`src/shared/rsw_cfg.svh`:
```
`ifndef RSW_CFG_SVH
`define RSW_CFG_SVH

// ********************************************************
// Clock rate
// ********************************************************
`define RSW_CLK_MHZ 200

// ********************************************************
// Printed times in their own units
// ********************************************************
`define RSW_TIMEOUT_MS 200
`define RSW_WRITE_CYCLE_MS 5
`define RSW_DIP_REJECT_NS 30
`define RSW_MANUAL_GLITCH_NS 100

// ********************************************************
// Cycle counts derived from the times
// ********************************************************
// Reset timeout, nominal
`define RSW_TIMEOUT_CYC (`RSW_TIMEOUT_MS * `RSW_CLK_MHZ * 1000)
// Write cycle duration, longest time rounds down
`define RSW_WRITE_CYC (`RSW_WRITE_CYCLE_MS * `RSW_CLK_MHZ * 1000)
// Supply dip reject width, longest time rounds down
`define RSW_DIP_CYC ((`RSW_DIP_REJECT_NS * `RSW_CLK_MHZ) / 1000)
// Manual glitch immunity, least time rounds up
`define RSW_MANUAL_CYC ((`RSW_MANUAL_GLITCH_NS * `RSW_CLK_MHZ + 999) / 1000)

// ********************************************************
// Reset values
// ********************************************************
`define RSW_RST_PIN_OE 1'b1
`define RSW_RST_BUS_EN 1'b0

`endif

```
`src/shared/rsw_pkg.sv`:
```
package rsw_pkg;

  // Supervisor states
  typedef enum logic [1:0] {
    SUP_UNDER,
    SUP_TIMING,
    SUP_IDLE
  } rsw_state_t;

endpackage : rsw_pkg

```
`src/verilog/rsw_supervisor.sv`:
```
`timescale 1ns/100ps
`include "rsw_cfg.svh"
// ********************************************************
// Overview of operation
// - Hold reset under threshold, then timeout
// - Release reset pin when timeout ends
// - Open drain, drives only asserted level
// - Assert reset when supply goes low
// - Ignore supply dips up to 30 ns
// - Falling reset pin restarts the timeout
// - Manual reset held at least full timeout
// - Manual low pulses under 100 ns ignored
// - Only active-low variant takes manual reset
// - Memory disabled while reset is present
// - Abort bus on reset, refuse new traffic
// - No write start in reset, finish running
// - Write starts at stop, lasts 5 ms
// - During write, release data, no acknowledge
// ********************************************************
module rsw_supervisor #(
  parameter logic HIGH_VARIANT = 1'b0,
  parameter int unsigned TIMEOUT_CYC = `RSW_TIMEOUT_CYC,
  parameter int unsigned WRITE_CYC = `RSW_WRITE_CYC
) (
  input wire logic ref_clk,
  input wire logic reset,
  input wire logic supplyLowRaw,
  input wire logic rstPinIn,
  input wire logic writeStopSeen,
  output logic rstPinOut,
  output logic rstPinOe,
  output logic busEnable,
  output logic busAbort,
  output logic writeBusy,
  output logic sdaRelease,
  output rsw_pkg::rsw_state_t supState
);
  import rsw_pkg::*;

  localparam int TIMEOUT_LAST = TIMEOUT_CYC - 1;
  localparam int WRITE_LAST = WRITE_CYC - 1;

  logic supplyLow;
  logic manualLow;
  logic manualLowQ;
  logic manualFall;
  logic wrStart;
  logic next_wrBusy;
  logic timeoutDone;
  logic writeDone;
  logic [25:0] timeCnt;
  logic [19:0] wrCnt;
  rsw_state_t state;
  rsw_state_t next_state;

  // ********************************************************
  // Input filters
  // ********************************************************
  // Supply comparator, dips up to the reject width are dropped
  rsw_glitch_filter #(
    .HOLD_CYC(`RSW_DIP_CYC + 1),
    .INVERT(1'b0)
  ) uDipFilter (
    .ref_clk(ref_clk),
    .reset(reset),
    .rawIn(supplyLowRaw),
    .filtOut(supplyLow)
  );

  // Reset pin sensed low, short glitches dropped
  rsw_glitch_filter #(
    .HOLD_CYC(`RSW_MANUAL_CYC + 1),
    .INVERT(1'b1)
  ) uManualFilter (
    .ref_clk(ref_clk),
    .reset(reset),
    .rawIn(rstPinIn),
    .filtOut(manualLow)
  );

  // Previous manual level for edge detection
  always_ff @(posedge ref_clk) begin
    if (reset) begin
      manualLowQ <= 1'b0;
    end else begin
      manualLowQ <= manualLow;
    end
  end

  // Edge only, own drive masked, active-low variant only
  assign manualFall = !HIGH_VARIANT && manualLow && !manualLowQ && !rstPinOe;

  // ********************************************************
  // Supervisor state machine
  // ********************************************************
  assign timeoutDone = (timeCnt == 26'(TIMEOUT_LAST));

  // Next state
  always_comb begin
    next_state = state;
    case (state)
      SUP_UNDER: begin
        if (!supplyLow) begin
          next_state = SUP_TIMING;
        end
      end
      SUP_TIMING: begin
        if (supplyLow) begin
          next_state = SUP_UNDER;
        end else if (manualFall) begin
          next_state = SUP_TIMING;
        end else if (timeoutDone) begin
          next_state = SUP_IDLE;
        end
      end
      SUP_IDLE: begin
        if (supplyLow) begin
          next_state = SUP_UNDER;
        end else if (manualFall) begin
          next_state = SUP_TIMING;
        end
      end
      default: begin
        next_state = SUP_UNDER;
      end
    endcase
  end

  // State register, starts under threshold
  always_ff @(posedge ref_clk) begin
    if (reset) begin
      state <= SUP_UNDER;
    end else begin
      state <= next_state;
    end
  end

  // Timeout counter, restarted by a manual edge
  always_ff @(posedge ref_clk) begin
    if (reset || state != SUP_TIMING || manualFall) begin
      timeCnt <= 26'h0000000;
    end else begin
      timeCnt <= timeCnt + 26'h0000001;
    end
  end

  // ********************************************************
  // Reset pin driver
  // ********************************************************
  // Drives the asserted level only, released otherwise
  always_ff @(posedge ref_clk) begin
    if (reset) begin
      rstPinOe <= `RSW_RST_PIN_OE;
      rstPinOut <= HIGH_VARIANT;
    end else begin
      rstPinOe <= (next_state != SUP_IDLE);
      rstPinOut <= HIGH_VARIANT;
    end
  end

  // State visible outside
  always_ff @(posedge ref_clk) begin
    if (reset) begin
      supState <= SUP_UNDER;
    end else begin
      supState <= next_state;
    end
  end

  // ********************************************************
  // Internal write cycle
  // ********************************************************
  assign writeDone = (wrCnt == 20'(WRITE_LAST));
  assign wrStart = writeStopSeen && (state == SUP_IDLE) && !writeBusy;

  // Busy flag next value, runs on through reset
  always_comb begin
    next_wrBusy = writeBusy;
    if (wrStart) begin
      next_wrBusy = 1'b1;
    end else if (writeBusy && writeDone) begin
      next_wrBusy = 1'b0;
    end
  end

  // Busy flag
  always_ff @(posedge ref_clk) begin
    if (reset) begin
      writeBusy <= 1'b0;
    end else begin
      writeBusy <= next_wrBusy;
    end
  end

  // Write duration counter
  always_ff @(posedge ref_clk) begin
    if (reset || !writeBusy) begin
      wrCnt <= 20'h00000;
    end else begin
      wrCnt <= wrCnt + 20'h00001;
    end
  end

  // ********************************************************
  // Bus gating
  // ********************************************************
  // Enable, abort pulse and data line release
  always_ff @(posedge ref_clk) begin
    if (reset) begin
      busEnable <= `RSW_RST_BUS_EN;
      busAbort <= 1'b0;
      sdaRelease <= 1'b0;
    end else begin
      busEnable <= (next_state == SUP_IDLE) && !next_wrBusy;
      busAbort <= (state == SUP_IDLE) && (next_state != SUP_IDLE);
      sdaRelease <= next_wrBusy;
    end
  end
endmodule : rsw_supervisor

```
`src/verilog/rsw_glitch_filter.sv`:
```
`timescale 1ns/100ps
// ********************************************************
// Pin synchroniser and pulse width filter
// ********************************************************
module rsw_glitch_filter #(
  parameter int unsigned HOLD_CYC = 2,
  parameter logic INVERT = 1'b0
) (
  input wire logic ref_clk,
  input wire logic reset,
  input wire logic rawIn,
  output logic filtOut
);

  localparam int HOLD_LAST = HOLD_CYC - 1;

  logic syncA;
  logic syncB;
  logic level;
  logic [7:0] runCnt;

  // Two stage synchroniser
  always_ff @(posedge ref_clk) begin
    if (reset) begin
      syncA <= 1'b0;
      syncB <= 1'b0;
    end else begin
      syncA <= rawIn;
      syncB <= syncA;
    end
  end

  assign level = syncB ^ INVERT;

  // Run length of the active level
  always_ff @(posedge ref_clk) begin
    if (reset || !level) begin
      runCnt <= 8'h00;
    end else if (runCnt != 8'(HOLD_LAST)) begin
      runCnt <= runCnt + 8'h01;
    end
  end

  // Output only after a full run, drops at once
  always_ff @(posedge ref_clk) begin
    if (reset) begin
      filtOut <= 1'b0;
    end else begin
      filtOut <= level && (runCnt == 8'(HOLD_LAST));
    end
  end
endmodule : rsw_glitch_filter

```
`config.mk`:
```
export PLATFORM = sky130hd
export DESIGN_NAME = rsw_supervisor
export DESIGN_NICKNAME = d
export VERILOG_FILES = /design/src/shared/rsw_pkg.sv /design/src/verilog/rsw_supervisor.sv /design/src/verilog/rsw_glitch_filter.sv
export VERILOG_INCLUDE_DIRS = /design/src /design/src/shared
export SDC_FILE = /design/constraint.sdc
export NUM_CORES = 1
export LEC_CHECK = 0
export BUFFER_PORTS_ARGS = -buffer_cell sky130_fd_sc_hd__buf_2
export CORE_ASPECT_RATIO = 0.6
export CORE_MARGIN = 2
export CORE_UTILIZATION = 55
export CTS_CLUSTER_SIZE = 24
export DETAILED_ROUTE_END_ITERATION = 16
export PLACE_DENSITY = 0.85
export SLEW_MARGIN = 20
export SYNTH_ARGS = -nofsm -noshare
export SYNTH_HDL_FRONTEND = slang
export SYNTH_HIERARCHICAL = 1
export SYNTH_SLANG_ARGS = --single-unit
```
`constraint.sdc`:
```
create_clock -name ref_clk -period 1.84 [get_ports ref_clk]
set_input_delay 0.368 -clock ref_clk [delete_from_list [all_inputs] [get_ports ref_clk]]
set_output_delay 0.368 -clock ref_clk [all_outputs]
set_load 0.01 [all_outputs]
```
# Word level (Yosys, flattened, before mapping)
# Index checks and enable logic that the tools add are counted.
[word_totals] regBits=75 output_inout_bits=8 wordCells=61
[op_classes] addsub=4 eq_ne=11 n_mux=9 bitwise_logic=1 n_reduce_logical=20
[op_table] cell="$add 26x1->26 const B" n=1
[op_table] cell="$eq 26x26->1 const B" n=1
[op_table] cell="$add 20x1->20 const B" n=1
[op_table] cell="$eq 20x20->1 const B" n=1
[op_table] cell="$add 8x1->8 const B" n=2
[op_table] cell="$mux 2" n=6
[op_table] cell="$logic_and 1x1->1" n=9
[op_table] cell="$eq 8x3->1 const B" n=1
[op_table] cell="$eq 8x5->1 const B" n=1
[op_table] cell="$ne 8x3->1 const B" n=1
[op_table] cell="$ne 8x5->1 const B" n=1
[op_table] cell="$pmux 2 s3" n=1
[op_table] cell="$logic_not 1->1" n=5
[op_table] cell="$logic_or 1x1->1" n=5
[op_table] cell="$eq 2x2->1 const B" n=2
[op_table] cell="$eq 2x1->1 const B" n=1
[op_table] cell="$logic_not 2->1" n=1
[op_table] cell="$mux 1" n=2
[op_table] cell="$ne 2x1->1 const B" n=1
[op_table] cell="$ne 2x2->1 const B" n=1
[op_table] cell="$not 1->1" n=1

# Logic depth before layout (Yosys ltp)
[logic_depth] ltp_word=8 ltp_mapped=6 depth_no_buf=5

# Modules after synthesis
# The synthesis kept the hierarchy.
[modules_own_cells] module="rsw_supervisor" instances=1 cells_per_inst=280 area_per_inst_um2=2421.1 seq_area_each_um2=1061.0
[modules_own_cells] module="rsw_glitch_filter at uManualFilter" instances=1 cells_per_inst=53 area_per_inst_um2=491.7 seq_area_each_um2=220.2
[modules_own_cells] module="rsw_glitch_filter at uDipFilter" instances=1 cells_per_inst=52 area_per_inst_um2=486.7 seq_area_each_um2=220.2

# Least setup slack after synthesis
# Ideal clock, no wire load.
[synth_timing] path_type="flip-flop to flip-flop" start="register timeCnt[0]" end="register timeCnt[22]" setup_ps=70 arrival_ps=1963 required_ps=1770 setup_slack_ps=-194 path_stages_with_launch=7 path_buffers=1 path_cell_list="dfxtp_1 ha_1 nand2_1 or4_4 buf_6 or4_1 a21oi_1"
[synth_via] elab_chain_len=1
[synth_rtl] item="start: declaration" line_no="rsw_supervisor.sv:51" text="logic [25:0] timeCnt;"
[synth_rtl] item="start signal: assignment" line_no="rsw_supervisor.sv:143" text="timeCnt <= timeCnt + 26'h0000001;"
[synth_rtl] item="$add 26x1->26" line_no="rsw_supervisor.sv:143"
# Every way passes these cells.
# A chain may end at the register's enable or synchronous reset.

# Worst setup path in the final report
[layout_timing] start="register timeCnt[5]" end="register timeCnt[23]"
# Same word-level chain as after synthesis.

==> impl_results.md <==
- HP Class: in2reg
- Ranking of synthesized cells by area: dfxtp_1 (44%), a21oi_1 (4.7%), xnor2_1 (3.9%), nor2_1 (3.3%), or3_1 (3.3%)
- Post-synth top flop: dfxtp_1
- CTS tree: built
- CTS clk-pin slew, worst paths: 0.08 ns
- Ant diodes: 0
- Dpl hpwl: between 5 and 6 mm
- Synth async-reset ratio: 0
- Post-route minimum period: between 1.5 and 2 ns
- Placed instance count: 498
- DRC errors left: 0
- Largest net degree at the start of global routing: 25
- RePlAce Congestion: about 0.90
- Area Overhead vs Synth: 18.3%
- Filler cells: 472
- Leakage: 1.29 nW
- Max_cap viols: 0
- Total global-route track usage: 0.247
- TritonRoute pass-1 iters: 5
- Fin Hold WS: 0.231 ns
- Top post-synthesis cells by count: dfxtp_1 (75), a21oi_1 (32), nor2_1 (30)
- Fin. max-slew vios: 0
- Area of the multi-input gates: approximately 1900 um2
- Global-route wire length before repair: 13.3 mm
- Slowest cell on crit path: or4_4
- Core Util, Final: 0.667
- CP delay by family, top: simple AND/OR/NAND/NOR gates
- Crit-path max FO: 14
- Critical Path AT: 2.07 ns
- Status: finished clean
- Row count: 22
- Post-Synthesis Cells: about 390
- Setup TNS: 0 ns
- Yosys top cell by area: dfxtp_1
- Worst-skew pair later-pin latency: 0.35 ns
- Fin nets: 441
- Routed via count: 3042
- Total power: 2.83 mW
- RSZ-0062 raised after global routing: yes
- Die area: 6850 um2
- Post-Syn Area: about 3400 um2
- Critical path class: reg2reg
- GR Overflow Total: 0
- Synth cell types: 49
- Average vias per placed instance: 5.86
- Final WS setup: 0.0560 ns
- Power density cells: 704 nW/um2
- Share of the synthesized area in the top cell type: 0.442
- Number of I/O pins: 13
- Number of enable flip-flop cells after synthesis: 0
- Fmax: ~560 MHz
- CP cell instances: nand3_2 -> or4_4 -> buf_6 -> or4_1 -> a21oi_1
- Synthesized flop and latch total: 75
- Synthesized area per cell: about 8.8 um2
- Wire length per cell: 15.4 um
- Critical path's largest stage delay: between 0.5 and 0.6 ns
- Crit start category: flop
- Initial antenna violation count: 0
- Share of layout cells above drive strength 1: 0.216
- Total core area: roughly 6000 um2
- VDD IR max: between 0.0005 and 0.0006 V
- Ys Warns: 6
- Final hold vios: 0
- Register area: 1510 um2
- Clk_skew: 0.00762 ns
- Root Buffer: clkbuf_8
- Finished Cell Area: 4020 um2
- Count leader, synth: dfxtp_1
- Cell area after placement: 3740 um2
- Sink Count: 75
- CTS max path bufs: 2
- Pre-CTS setup slack: 0.0317 ns
- H-tree level count: 3
- Crit share post-route: 0.970
- Number of port buffers: 11
- Vias in the first global route: 2859
- Final Setup Violations: 0
- Worst rel slew slack: 0.601
- Critical path data required time: 2.12 ns
- TritonCTS buffer count: 9
- Syn Nets: about 400
- 1st-iter DRT viols: around 170
- Worst setup EP type: flop
- Die Height: approximately 65 um
- Initial core utilization: 0.564
- Final wirelength: 8.01 mm
- CTS Hold Bufs: 0
- Critical path buffer and inverter count: 1
- Chip width: about 110 um
- Finished Layout Cells: 519
- Detail Route Antenna Nets: 0
- Worst Max-Slew Pin Slew: 0.590 ns
- Sequential share of the synthesized area: 0.442
power by group:
part	total [mW]	switching (mW)	leakage [nW]	internal, mW
sequential	1.65	0.0134	0.610	1.64
combinational	0.0721	0.0415	0.585	0.0306
clock	1.11	0.590	0.0928	0.519
total	2.83	0.645	1.29	2.19
cell type report:
cell class,instances,area share
Tap cell,84,0.0261
Timing Repair Buffer,46,0.0809
Inverter,12,0.0112
Clock inverter,5,0.00715
Sequential cell,75,0.376
Multi-Input combinational cell,286,0.464
Clock buffer,11,0.0351
worst reg2reg max path, delay by kind of cell (launching register included):
kind                   cells  cell delay [ns]
AND/OR/NAND/NOR            3             1.06
flip-flops                 1             0.35
buffers and inverters      1             0.16
AO/OA/AOI/OAI              1             0.15
metal layers:
metal / global-route usage / wire [um] / up-vias
met2: 0.382 / 3640 / 88
met1: 0.325 / 3730 / 1442
met5: 0 / 0 / -
met4: 0.107 / 138 / 0
li1: - / - / 1495
met3: 0.0664 / 502 / 17
state kept, by name, indices dropped and copies added (netlist names):
name	count
timeCnt	26
wrCnt	20
uDipFilter/runCnt	8
uManualFilter/runCnt	8
supState	2
busAbort	1
busEnable	1
manualLowQ	1
rstPinOe	1
sdaRelease	1
uDipFilter/filtOut	1
uDipFilter/level	1
uDipFilter/syncA	1
uManualFilter/filtOut	1
uManualFilter/syncA	1
uManualFilter/syncB	1
placed cells by master, fill, tap and decap left out, types with 15 or more instances in the layout:
cell	n
a21oi_1	30
xnor2_1	15
or3_1	17
buf_4	33
nand3_1	21
nor2_1	30
nand2_1	24
dfxtp_1	67
o21ai_0	21
path summary, 6_finish.rpt:
path                                                       start                          end  slack (ns)  cells after the start
worst min-delay path                                supplyLowRaw  uDipFilter/syncA$_SDFF_PP0_        0.23                      2
worst min register to register  uManualFilter/filtOut$_SDFF_PP0_        manualLowQ$_SDFF_PP0_        0.46                      1
worst max-delay path                       timeCnt[5]$_SDFF_PP0_       timeCnt[23]$_SDFF_PP0_        0.06                      5
worst max register to register             timeCnt[5]$_SDFF_PP0_       timeCnt[23]$_SDFF_PP0_        0.06                      5
repair_timing:
action,4_1_cts,5_1_grt
buffers inserted,6,0
endpoints found under the setup margin,1,17
resized for setup,8,15
pin swaps,6,4
logic make-up (layout without fill, tap and decap cells):
| kind of cell | count (synthesis) | count (layout) | share of synthesized area |
|---|---|---|---|
| and+or+nand+nor | 182 | 182 | 0.317 |
| DFF | 75 | 75 | 0.442 |
| AOI/OAI and AO/OA | 71 | 71 | 0.120 |
| xor gates and xnor gates | 25 | 25 | 0.0644 |
| buffers and inverters | 24 | 74 | 0.0313 |
| adders and majority gates | 6 | 6 | 0.0221 |
| other | 1 | 1 | 0.00110 |
| muxes | 1 | 1 | 0.00294 |
Note: power is estimated with default switching activity, not from simulation.
